**src/usart_rx_consts.svh**
```systemverilog
// What this block does
// - Sample the line at sixteen times bit rate
// - Accept frames only while continuous receive set
// - Stop bit sampled: move word into FIFO
// - Word pushed: set receive-ready flag
// - Interrupt request gated by receive interrupt enable bit
// - Ready flag read-only, clears when FIFO empty
// - Receive FIFO holds two entries
// - Full at third stop bit: overrun, drop
// - Overrun clears only by toggling continuous receive
// - Overrun blocks every FIFO push
// - Low stop bit sets framing error
// - Framing and ninth bit stored per entry
// - Nine data bits when nine-bit select set
// - Synchronous master mode is half duplex
// - Sync select and port enable assign pins
// - Clock source set drives shift clock out
// - Unimplemented status bits read as zero
// - Start, eight or nine data, stop, LSB first
// - Majority of samples seven, eight, nine
// - Baud generator runs at x16 or x64
`ifndef USART_RX_CONSTS_SVH
`define USART_RX_CONSTS_SVH

`define IDX_IRQ_FLAGS        8'h0C
`define IDX_RX_STATUS        8'h18
`define IDX_TX_BUFFER        8'h19
`define IDX_RX_BUFFER        8'h1A
`define IDX_IRQ_ENABLES      8'h8C
`define IDX_TX_STATUS        8'h98
`define IDX_BAUD_DIVISOR     8'h99

`define RST_IRQ_FLAGS        8'h00
`define RST_RX_STATUS        8'h00
`define RST_TX_BUFFER        8'h00
`define RST_IRQ_ENABLES      8'h00
`define RST_TX_STATUS        8'h02
`define RST_BAUD_DIVISOR     8'h00

`define BIT_RX_READY         5
`define BIT_RX_IRQ_ENABLE    5
`define BIT_PORT_ENABLE      7
`define BIT_NINE_SELECT      6
`define BIT_SINGLE_RX        5
`define BIT_CONT_RX          4
`define BIT_FRAMING          2
`define BIT_OVERRUN          1
`define BIT_NINTH            0
`define BIT_CLOCK_SOURCE     7
`define BIT_TX_ENABLE        5
`define BIT_SYNC_SELECT      4
`define BIT_HIGH_BAUD        2
`define BIT_TX_EMPTY         1

`define SAMPLE_FIRST         4'h6
`define SAMPLE_SECOND        4'h7
`define SAMPLE_THIRD         4'h8
`define LOW_BAUD_PRESCALE    2'h3
`define FIFO_DEPTH           2'h2

`endif

```
**src/usart_rx_pkg.sv**
```systemverilog
`default_nettype none
package usart_rx_pkg;
	typedef enum logic [1:0] {
		RX_IDLE  = 2'b00,
		RX_START = 2'b01,
		RX_DATA  = 2'b10,
		RX_STOP  = 2'b11
	} rx_state_t;
endpackage
`default_nettype wire

```
**src/rx_bit_sampler.sv**
```systemverilog
`include "usart_rx_consts.svh"
`default_nettype none
module rx_bit_sampler (
	input  wire logic aclk,
	input  wire logic aresetn,
	input  wire logic ce,
	input  wire logic tick,
	input  wire logic restart,
	input  wire logic rx_in,
	output var  logic bit_done,
	output var  logic bit_value
);
	logic [3:0] phase;
	logic       first;
	logic       second;

	always_ff @(posedge aclk) begin
		if (!aresetn) begin
			phase <= 4'h0;
			first <= 1'b1;
			second <= 1'b1;
			bit_done <= 1'b0;
			bit_value <= 1'b1;
		end else if (ce) begin
			bit_done <= 1'b0;
			if (restart) begin
				phase <= 4'h0;
			end else if (tick) begin
				phase <= phase + 4'h1;
				if (phase == `SAMPLE_FIRST) first <= rx_in;
				if (phase == `SAMPLE_SECOND) second <= rx_in;
				if (phase == `SAMPLE_THIRD) begin
					bit_done <= 1'b1;
					bit_value <= (first & second) | (first & rx_in) | (second & rx_in);
				end
			end
		end
	end
endmodule
`default_nettype wire

```
**src/usart_async_receiver.sv**
```systemverilog
// Decided for this implementation: the AXI4-Lite slave port.
`include "usart_rx_consts.svh"
`default_nettype none
module usart_async_receiver (
	input  wire logic        aclk,
	input  wire logic        aresetn,
	input  wire logic        ce,
	input  wire logic [11:0] s_axi_awaddr,
	input  wire logic        s_axi_awvalid,
	output var  logic        s_axi_awready,
	input  wire logic [31:0] s_axi_wdata,
	input  wire logic [3:0]  s_axi_wstrb,
	input  wire logic        s_axi_wvalid,
	output var  logic        s_axi_wready,
	output var  logic [1:0]  s_axi_bresp,
	output var  logic        s_axi_bvalid,
	input  wire logic        s_axi_bready,
	input  wire logic [11:0] s_axi_araddr,
	input  wire logic        s_axi_arvalid,
	output var  logic        s_axi_arready,
	output var  logic [31:0] s_axi_rdata,
	output var  logic [1:0]  s_axi_rresp,
	output var  logic        s_axi_rvalid,
	input  wire logic        s_axi_rready,
	input  wire logic        serial_data_line_in,
	output var  logic        shift_clock_line_out,
	output var  logic        shift_clock_line_oe,
	output var  logic        transmit_hold,
	output var  logic        receive_irq
);
	logic [7:0]  irq_enables;
	logic [7:0]  transmit_buffer;
	logic [7:0]  baud_rate_divisor;
	logic        serial_port_enable;
	logic        nine_bit_receive_select;
	logic        single_receive_enable;
	logic        continuous_receive_enable;
	logic        clock_source_master_select;
	logic        tx9_select;
	logic        tx_enable;
	logic        sync_select;
	logic        high_baud_select;
	logic        tx9_data;
	logic        overrun_error_flag;
	logic        receive_ready_flag;
	logic [9:0]  fifo_mem [2];
	logic        wr_ptr;
	logic        rd_ptr;
	logic [1:0]  fifo_count;
	logic [7:0]  brg_count;
	logic        brg_tick;
	logic [1:0]  prescale;
	logic        tick16;
	logic        rx_meta;
	logic        rx_sync;
	logic        rx_prev;
	usart_rx_pkg::rx_state_t rx_state;
	logic [8:0]  receive_shifter;
	logic [3:0]  bit_index;
	logic        bit_done;
	logic        bit_value;
	logic        restart;
	logic        rx_enable;
	logic        stop_done;
	logic        push;
	logic        pop;
	logic        wr_go;
	logic        rd_go;
	logic [7:0]  wr_byte;
	logic [7:0]  rd_byte;
	logic        rd_hit;
	logic        wr_hit;
	logic [1:0]  next_fifo_count;

	assign rx_enable = serial_port_enable & continuous_receive_enable & ~sync_select;
	assign stop_done = rx_enable && (rx_state == usart_rx_pkg::RX_STOP) && bit_done;
	assign push      = stop_done && !overrun_error_flag && fifo_count != `FIFO_DEPTH;
	assign wr_go     = s_axi_awvalid && s_axi_wvalid && !s_axi_awready && !s_axi_bvalid;
	assign rd_go     = s_axi_arvalid && !s_axi_arready && !s_axi_rvalid;
	assign wr_byte   = s_axi_wdata[7:0];
	assign wr_hit    = s_axi_awaddr[11:10] == 2'h0 && s_axi_wstrb[0];
	assign pop       = rd_go && rd_hit && s_axi_araddr[9:2] == `IDX_RX_BUFFER && fifo_count != 2'h0;
	assign next_fifo_count = fifo_count + {1'b0, push} - {1'b0, pop};
	assign restart   = rx_state == usart_rx_pkg::RX_IDLE;

	// Register reads
	always_comb begin
		rd_byte = 8'h00;
		rd_hit = s_axi_araddr[11:10] == 2'h0;
		unique case (s_axi_araddr[9:2])
			`IDX_IRQ_FLAGS:    rd_byte[`BIT_RX_READY] = receive_ready_flag;
			`IDX_RX_STATUS:    rd_byte = {serial_port_enable, nine_bit_receive_select,
				single_receive_enable, continuous_receive_enable, 1'b0,
				fifo_mem[rd_ptr][9], overrun_error_flag, fifo_mem[rd_ptr][8]};
			`IDX_TX_BUFFER:    rd_byte = transmit_buffer;
			`IDX_RX_BUFFER:    rd_byte = fifo_mem[rd_ptr][7:0];
			`IDX_IRQ_ENABLES:  rd_byte = irq_enables;
			`IDX_TX_STATUS:    rd_byte = {clock_source_master_select, tx9_select, tx_enable,
				sync_select, 1'b0, high_baud_select, 1'b1, tx9_data};
			`IDX_BAUD_DIVISOR: rd_byte = baud_rate_divisor;
			default:           rd_hit = 1'b0;
		endcase
	end

	// Write channel
	always_ff @(posedge aclk) begin
		if (!aresetn) begin
			s_axi_awready <= 1'b0;
			s_axi_wready <= 1'b0;
			s_axi_bvalid <= 1'b0;
			s_axi_bresp <= 2'h0;
		end else if (ce) begin
			s_axi_awready <= wr_go;
			s_axi_wready <= wr_go;
			if (wr_go) begin
				s_axi_bvalid <= 1'b1;
				s_axi_bresp <= (s_axi_awaddr[11:10] == 2'h0) ? 2'h0 : 2'h3;
			end else if (s_axi_bready) begin
				s_axi_bvalid <= 1'b0;
			end
		end
	end

	// Read channel
	always_ff @(posedge aclk) begin
		if (!aresetn) begin
			s_axi_arready <= 1'b0;
			s_axi_rvalid <= 1'b0;
			s_axi_rdata <= 32'h0000_0000;
			s_axi_rresp <= 2'h0;
		end else if (ce) begin
			s_axi_arready <= rd_go;
			if (rd_go) begin
				s_axi_rvalid <= 1'b1;
				s_axi_rdata <= {24'h00_0000, rd_byte};
				s_axi_rresp <= rd_hit ? 2'h0 : 2'h3;
			end else if (s_axi_rready) begin
				s_axi_rvalid <= 1'b0;
			end
		end
	end

	// Software-written configuration
	always_ff @(posedge aclk) begin
		if (!aresetn) begin
			irq_enables <= `RST_IRQ_ENABLES;
			transmit_buffer <= `RST_TX_BUFFER;
			baud_rate_divisor <= `RST_BAUD_DIVISOR;
			{serial_port_enable, nine_bit_receive_select, single_receive_enable,
				continuous_receive_enable} <= 4'(`RST_RX_STATUS >> 4);
			{clock_source_master_select, tx9_select, tx_enable,
				sync_select} <= 4'(`RST_TX_STATUS >> 4);
			high_baud_select <= 1'(`RST_TX_STATUS >> `BIT_HIGH_BAUD);
			tx9_data <= 1'(`RST_TX_STATUS);
		end else if (ce && wr_go && wr_hit) begin
			unique case (s_axi_awaddr[9:2])
				`IDX_TX_BUFFER:    transmit_buffer <= wr_byte;
				`IDX_IRQ_ENABLES:  irq_enables <= wr_byte;
				`IDX_BAUD_DIVISOR: baud_rate_divisor <= wr_byte;
				`IDX_RX_STATUS: begin
					serial_port_enable <= wr_byte[`BIT_PORT_ENABLE];
					nine_bit_receive_select <= wr_byte[`BIT_NINE_SELECT];
					single_receive_enable <= wr_byte[`BIT_SINGLE_RX];
					continuous_receive_enable <= wr_byte[`BIT_CONT_RX];
				end
				`IDX_TX_STATUS: begin
					clock_source_master_select <= wr_byte[`BIT_CLOCK_SOURCE];
					tx9_select <= wr_byte[6];
					tx_enable <= wr_byte[`BIT_TX_ENABLE];
					sync_select <= wr_byte[`BIT_SYNC_SELECT];
					high_baud_select <= wr_byte[`BIT_HIGH_BAUD];
					tx9_data <= wr_byte[0];
				end
				default: ;
			endcase
		end
	end

	// Shared baud generator and x16 sample tick
	always_ff @(posedge aclk) begin
		if (!aresetn) begin
			brg_count <= 8'h00;
			brg_tick <= 1'b0;
			prescale <= 2'h0;
		end else if (ce) begin
			brg_tick <= 1'b0;
			if (!serial_port_enable) begin
				brg_count <= baud_rate_divisor;
				prescale <= 2'h0;
			end else if (brg_count == 8'h00) begin
				brg_count <= baud_rate_divisor;
				brg_tick <= 1'b1;
			end else begin
				brg_count <= brg_count - 8'h01;
			end
			if (brg_tick) prescale <= prescale + 2'h1;
		end
	end

	assign tick16 = brg_tick && (high_baud_select || prescale == `LOW_BAUD_PRESCALE);

	// Line synchroniser
	always_ff @(posedge aclk) begin
		if (!aresetn) begin
			rx_meta <= 1'b1;
			rx_sync <= 1'b1;
			rx_prev <= 1'b1;
		end else if (ce) begin
			rx_meta <= serial_data_line_in;
			rx_sync <= rx_meta;
			rx_prev <= rx_sync;
		end
	end

	rx_bit_sampler u_sampler (
		.aclk      (aclk),
		.aresetn   (aresetn),
		.ce        (ce),
		.tick      (tick16),
		.restart   (restart),
		.rx_in     (rx_sync),
		.bit_done  (bit_done),
		.bit_value (bit_value)
	);

	// Frame sequencer
	always_ff @(posedge aclk) begin
		if (!aresetn) begin
			rx_state <= usart_rx_pkg::RX_IDLE;
			receive_shifter <= 9'h000;
			bit_index <= 4'h0;
		end else if (ce) begin
			if (!rx_enable) begin
				rx_state <= usart_rx_pkg::RX_IDLE;
			end else begin
				unique case (rx_state)
					usart_rx_pkg::RX_IDLE: begin
						bit_index <= 4'h0;
						if (rx_prev && !rx_sync) rx_state <= usart_rx_pkg::RX_START;
					end
					usart_rx_pkg::RX_START: begin
						if (bit_done) begin
							receive_shifter <= 9'h000;
							rx_state <= bit_value ? usart_rx_pkg::RX_IDLE
								: usart_rx_pkg::RX_DATA;
						end
					end
					usart_rx_pkg::RX_DATA: begin
						if (bit_done) begin
							receive_shifter[bit_index] <= bit_value;
							bit_index <= bit_index + 4'h1;
							if (bit_index == (nine_bit_receive_select ? 4'h8 : 4'h7))
								rx_state <= usart_rx_pkg::RX_STOP;
						end
					end
					usart_rx_pkg::RX_STOP: begin
						if (bit_done) rx_state <= usart_rx_pkg::RX_IDLE;
					end
				endcase
			end
		end
	end

	// Receive FIFO, flags and overrun
	always_ff @(posedge aclk) begin
		if (!aresetn) begin
			fifo_mem[0] <= 10'h000;
			fifo_mem[1] <= 10'h000;
			wr_ptr <= 1'b0;
			rd_ptr <= 1'b0;
			fifo_count <= 2'h0;
			overrun_error_flag <= 1'b0;
			receive_ready_flag <= 1'(`RST_IRQ_FLAGS >> `BIT_RX_READY);
			receive_irq <= 1'b0;
		end else if (ce) begin
			if (push) begin
				fifo_mem[wr_ptr] <= {~bit_value, receive_shifter};
				wr_ptr <= ~wr_ptr;
			end
			if (pop) rd_ptr <= ~rd_ptr;
			fifo_count <= next_fifo_count;
			receive_ready_flag <= next_fifo_count != 2'h0;
			receive_irq <= next_fifo_count != 2'h0 && irq_enables[`BIT_RX_IRQ_ENABLE];
			if (!continuous_receive_enable)
				overrun_error_flag <= 1'b0;
			else if (stop_done && fifo_count == `FIFO_DEPTH)
				overrun_error_flag <= 1'b1;
		end
	end

	// Synchronous master pin assignment
	always_ff @(posedge aclk) begin
		if (!aresetn) begin
			shift_clock_line_out <= 1'b0;
			shift_clock_line_oe <= 1'b0;
			transmit_hold <= 1'b0;
		end else if (ce) begin
			shift_clock_line_oe <= serial_port_enable & sync_select & clock_source_master_select;
			if (shift_clock_line_oe && brg_tick)
				shift_clock_line_out <= ~shift_clock_line_out;
			transmit_hold <= serial_port_enable & sync_select
				& (continuous_receive_enable | single_receive_enable);
		end
	end
endmodule
`default_nettype wire

```
**config.mk**
```make
export PLATFORM = sky130hd
export DESIGN_NAME = usart_async_receiver
export DESIGN_NICKNAME = d
export VERILOG_FILES = /design/src/usart_rx_pkg.sv /design/src/rx_bit_sampler.sv /design/src/usart_async_receiver.sv
export VERILOG_INCLUDE_DIRS = /design/src
export SDC_FILE = /design/constraint.sdc
export NUM_CORES = 1
export LEC_CHECK = 0
export ABC_AREA = 1
export ABC_CLOCK_PERIOD_IN_PS = 2950
export BUFFER_PORTS_ARGS = -buffer_cell sky130_fd_sc_hd__buf_2
export CAP_MARGIN = 20
export CORE_MARGIN = 5
export CORE_UTILIZATION = 56
export DETAILED_ROUTE_END_ITERATION = 8
export PLACE_DENSITY = 0.85
export SYNTH_ARGS = -nofsm -noshare
export SYNTH_HDL_FRONTEND = slang
export SYNTH_SLANG_ARGS = --single-unit
```
**constraint.sdc**
```tcl
create_clock -name aclk -period 2.95 [get_ports aclk]
set_clock_uncertainty 0.15 [all_clocks]
set_input_delay 0.1475 -clock aclk [delete_from_list [all_inputs] [get_ports aclk]]
set_output_delay 0.1475 -clock aclk [all_outputs]
set_load 0.01 [all_outputs]
```
Word-level counts from Yosys, hierarchy flattened --
Memories as Yosys holds them, arrays and structs flattened. A register that Yosys moved wholly into a read port is not among the register bits. Index checks and enable logic that the tools add are counted.
Storage, ports and cells: register bits after elaboration 97, input bits 69, memory bits (read-only) 0, bits in latches 0, output and inout port bits 45, logic and storage cells 212, RAM bits 20, memories kept 1
Memory list:
- fifo_mem | depth 2, width 10, rd ports 1, clocked after memory_dff 1, wr ports 2, RTL line usart_async_receiver.sv:46 | logic [9:0] fifo_mem [2];
Cells by class: eq/ne operators 31, bitwise operators 17, $add $sub $neg 6, shifts and indexed selects 0, reduce and logical (&&, ||, !) cells 62, divide/modulo/power cells 0, $mul 0, multiplexer cells 50, magnitude comparators 2
Operators with widths (number):
- 8-bit == test, second input constant | 6
- 8-bit by 5-bit == test with 1-bit output, second input constant | 5
- 5-bit case mux with 6 select lines | 1
- 2-bit AND reduction | 15
- 1-bit 2-to-1 mux | 22
- 2-bit 2-to-1 mux | 11
- 1-bit logical AND | 21
- 9-bit 2-to-1 mux | 2
- 9-bit case mux with 2 select lines | 1
- 4-bit 2-to-1 mux | 4
- 8-bit 2-to-1 mux | 2
- 4-bit AND reduction | 4
- 2-bit nonzero test | 7
- 3-bit by 2-bit != test with 1-bit output, second input constant | 4
- 2-bit case mux with 6 select lines | 1
- 10-bit 2-to-1 mux | 1
- 10-bit OR reduction | 1
- 9-bit bitwise mux | 1
- 4-bit by 1-bit adder with 4-bit output, second input constant | 2
- 1-bit AND | 8
- 2-bit == test, second input constant | 4
- 4-bit by 3-bit == test with 1-bit output, second input constant | 2
- 8-bit by 4-bit == test with 1-bit output, second input constant | 1
- 8-bit logical NOT | 1
- 24 further kinds | 41

Depth between registers and ports, before layout --
depth after elaboration 12, depth in mapped cells 17, depth with buffers taken out 17

By module --
From an unflattened synthesis, not the netlist that was laid out.
Second synthesis, totals: cell total of the unflattened synthesis 802, area total of the unflattened synthesis 5881.9 µm²
By module, submodules not included:
- usart_async_receiver | cells each 732, times used 1, sequential area each 2362.3 µm², area an instance 5416.4 µm²
- rx_bit_sampler | cells each 70, times used 1, sequential area each 160.2 µm², area an instance 465.4 µm²

Worst setup path after synthesis --
OpenSTA, ideal clock, no wires.
path type in2reg, start input s_axi_araddr[7], end register receive_irq, buffers on the path 0, data arrival time 2.088 ns, path slack 0.641 ns, required time 2.730 ns, setup time 0.070 ns, stages on the path 16, cells stage by stage inv_1 nand2_1 nor2_1 nand2_1 nand2_1 nor2_1 nand2_1 nand2_1 nor4_1 ha_1 inv_1 ha_1 xnor2_1 o21ai_0 or2_2 a21oi_1
On the way: cells in the longest elaborated chain, start to end 9, elaborated cells on any way between the ends 15, those cells by class add/sub: 1; eq/ne: 7; mux: 1; reduce/logical: 6
Ends and longest elaborated chain:
- from (decl) | RTL line usart_async_receiver.sv:18 | input wire logic [11:0] s_axi_araddr,
- 8-bit by 5-bit == test with 1-bit output, or another cell as far along | RTL line usart_async_receiver.sv:90 | unique case (s_axi_araddr[9:2])
- 7-bit OR reduction (no source line)
- 1-bit 2-to-1 mux | RTL line usart_async_receiver.sv:90
- 1-bit logical AND | RTL line usart_async_receiver.sv:82 | assign pop = rd_go && rd_hit && s_axi_araddr[9:2] == `IDX_RX_BUFFER && fifo_count != 2'h0;
- 1-bit logical AND (no source line) *
- 1-bit logical AND * | RTL line usart_async_receiver.sv:82
- 2-bit by 1-bit subtractor with 2-bit output * | RTL line usart_async_receiver.sv:83 | assign next_fifo_count = fifo_count + {1'b0, push} - {1'b0, pop};
- 2-bit nonzero test * | RTL line usart_async_receiver.sv:283 | receive_irq <= next_fifo_count != 2'h0 && irq_enables[`BIT_RX_IRQ_ENABLE];
- 1-bit logical AND * | RTL line usart_async_receiver.sv:283
- to (signal assigned) | RTL line usart_async_receiver.sv:283
- to (decl) | RTL line usart_async_receiver.sv:29 | output var logic receive_irq
Mark *: on every way between the ends. The rest lies on a longest branch, timed or not. A chain may end at the register's enable or synchronous reset.

Worst setup path in the final report --
start input s_axi_araddr[10], end register receive_irq
On the way: cells in the longest elaborated chain, start to end 8
Ends and longest elaborated chain:
- 2-bit logical NOT | RTL line usart_async_receiver.sv:89 | rd_hit = s_axi_araddr[11:10] == 2'h0;
- 1-bit 2-to-1 mux | RTL line usart_async_receiver.sv:90
- 1-bit logical AND | RTL line usart_async_receiver.sv:82
- 1-bit logical AND (no source line)
- 1-bit logical AND | RTL line usart_async_receiver.sv:82
- 2-bit by 1-bit subtractor with 2-bit output | RTL line usart_async_receiver.sv:83
- 2-bit nonzero test | RTL line usart_async_receiver.sv:283
- 1-bit logical AND | RTL line usart_async_receiver.sv:283
Every way passes these cells.

==> impl_metrics.tcl <==
set metrics [dict create \
    cts-resized-gates 0 \
    setup_viol 0 \
    critPathKind "in2reg" \
    tightestPinTransition_ns 0.8556 \
    status "finished clean" \
    path_max_fanout 2 \
    io_pins 114 \
    hp-class "in2reg" \
    hold_violations 0 \
    synth_ff_type "dfxtp_1" \
    initial_utilization_pct 57.57 \
    worstSkewPairLatency_ns 0.52 \
    crit_path_end_kind "register" \
    synth-compound-area-share_pct 15.38 \
    io_buffers 58 \
    synth_edf_count 20 \
    grt_pass1_wl_mm 25.95 \
    grt_use_met2_pct 44.12 \
    area_growth_pct 20.77 \
    yosys-top-cells-area "dfxtp_1 32%, nand2_1 11%, edfxtp_1 10%, a21oi_1 8.0%, inv_1 5.7%" \
    synthXorXnorAreaFrac_pct 1.027 \
    rows 37 \
    grt_pass1_vias 5523 \
    setup_slack_ns 0.2435 \
    async_reset_ff_share_pct 0 \
    required_ns 3.25 \
    grt_use_total_pct 25.30 \
    hold_ws_ns 0.01413 \
    ir_drop_mv 0.4031 \
    gp_congestion 0.9044 \
    syn_area_per_cell_um2 7.443 \
    cts_setup_buffers 0 \
    finalCritPeriodShare_pct 91.75 \
    clk_pin_slew_ns 0.06 \
    synth.most_common_cell "nand2_1" \
    critical_path_arrival_ns 3.00 \
    rsz0062_at_grt "no" \
    synthMuxAreaShare_pct 0 \
    ys_types 46 \
    pre_cts_ws_ns 0.2212 \
    clock.fmax_mhz 369.5 \
    final_max_slew_viol_count 0 \
    cts_tree "built" \
    clockBufferDepth 2 \
    synth_seq_area_share_pct 42.26 \
    leakagePower_nw 2.964 \
    synth_fa_ha_area_share_pct 3.563 \
    powerDensity_mw_per_mm2 552.9 \
    viasPerCell 5.465 \
    antenna_found_initial 0 \
    placed_area_mm2 0.006260 \
    die_w_um 113.2 \
    period_minus_slack_ns 2.706 \
    wl_mm 15.93 \
    htree_num_levels 4 \
    synth_top_area_share_pct 32.19 \
    drt_iter0_drc 560 \
    grtUsageMet3_pct 6.096 \
    ys_ff_latch 116 \
    grtUsageMet1_pct 29.57 \
    busiest_layer "met2" \
    dieArea_mm2 0.01282 \
    ctsHoldBuffers 35 \
    critPathLaunchType "input pin" \
    grt_max_degree 47 \
    syn_area_mm2 0.005969 \
    ys_warn_count 0 \
    fin_nets 982 \
    cts_root_buffer "clkbuf_8" \
    cts_buffers 17 \
    routedWlPerCell_um 15.24 \
    antenna_left 0 \
    drt_drc_violations_left 0 \
    clkSinkCount 116 \
    dpl.hpwl_mm 10.39 \
    maxCapViolCount 0 \
    synthSimpleGateAreaFrac_pct 26.12 \
    fp.coreArea_mm2 0.01037 \
    antenna_cells 0 \
    drive_gt1_share_pct 14.30 \
    synth_top_family_by_area "simple AND/OR/NAND/NOR gates" \
    slew-limit-headroom_pct 42.87 \
    syn_inst 802 \
    tns_ns 0 \
    postLayoutCellArea_mm2 0.007209 \
    globalRouteOverflowTotal 0 \
    dieHeight_um 113.2 \
    vias 5711 \
    synth_common_cells "178 x nand2_1, 96 x a21oi_1, 96 x dfxtp_1, 90 x inv_1, 69 x nor2_1" \
    first_pass_iters 5 \
    yosysTopAreaCell "dfxtp_1" \
]
[metrics by stage]
step / cells / util (%) / power, mW
after global placement: 978 / 60.36 / 1.889
final: 1045 / 69.52 / 3.986
after floorplan: 825 / - / 1.835
after global routing: 1045 / 69.52 / 4.099
after CTS: 1045 / 69.52 / 3.983
after detailed placement: 978 / 60.36 / 1.893
[placed cells by master (no fill, tap or decap), types with 2 or more instances in the layout]
master	Yosys	layout
nand3_2	2	2
nor2_1	69	69
a211oi_1	9	9
nand3_1	49	49
o21bai_1	2	2
o21ai_0	43	43
clkbuf_8	0	5
bufinv_16	0	3
o211ai_1	3	3
o2bb2ai_1	4	4
buf_2	4	58
dlygate4sd3_1	0	35
clkinv_2	0	6
buf_4	31	11
or2_2	2	2
nor3_1	15	15
ha_1	17	17
clkbuf_16	0	16
dfxtp_1	96	96
edfxtp_1	20	20
nand4_1	4	4
o21a_1	2	2
inv_2	2	3
a31oi_1	4	4
conb_1	1	24
xor2_1	5	5
nand2_1	178	178
a21oi_1	96	96
xnor2_1	2	2
nor2_4	4	4
nor2_2	13	13
inv_1	90	90
[critical path, stage by stage]
cell,delay [ns]
dlygate4sd3_1,0.54
buf_2,0.12
nor2_1,0.09
dlygate4sd3_1,0.62
nand2_1,0.10
nor4_1,0.22
ha_1,0.28
inv_1,0.06
ha_1,0.15
xnor2_1,0.13
o21ai_0,0.12
or2_2,0.31
a21oi_1,0.11
[path summary, 6_finish.rpt]
kind / slack, ns / startpoint / end / depth (start not counted)
worst max register to register: 0.39 / serial_port_enable / receive_irq / 12
worst max-delay path: 0.24 / s_axi_araddr[10] / receive_irq / 13
worst min-delay path: 0.01 / s_axi_araddr[2] / s_axi_rdata[7] / 5
worst min register to register: 0.32 / transmit_buffer[2] / transmit_buffer[2] / 2
[area by class of cell]
class | instances | area, µm²
Multi-Input combinational cell | 563 | 2841
Timing Repair Buffer | 104 | 723.2
Tap cell | 136 | 170.2
Clock inverter | 10 | 126.4
Inverter | 94 | 352.8
Clock buffer | 22 | 473.0
Fill cell | 814 | 3161
Sequential cell | 116 | 2522
[registers in the layout, summed over array words and instances, names as in the netlist, 8 cells and up, named ones only]
name,flops
baud_rate_divisor,8
brg_count,8
fifo_mem,20
irq_enables,8
receive_shifter,9
s_axi_rdata,8
transmit_buffer,8
[layer usage]
| layer | vias to the layer above | share of wire (%) |
|---|---|---|
| li1 | 2762 | - |
| met1 | 2631 | 40 |
| met2 | 267 | 49 |
| met3 | 51 | 8.2 |
| met4 | 0 | 3.0 |
| met5 | - | 0 |
[cells by family after synthesis]
logic type,after synthesis
AO/OA/AOI/OAI,168
XOR/XNOR,7
adder cells (fa/ha/maj),17
buffers and inverters,146
flip-flops,116
other,1
AND/OR/NAND/NOR,347
[power breakdown]
| group | internal, mW | total, mW | switching [mW] |
|---|---|---|---|
| combinational | 0.0928 | 0.246 | 0.153 |
| sequential | 1.64 | 1.66 | 0.0156 |
| clock | 1.37 | 2.08 | 0.717 |
| total | 3.10 | 3.99 | 0.886 |
No activity file was read; power rests on OpenSTA's default activity.
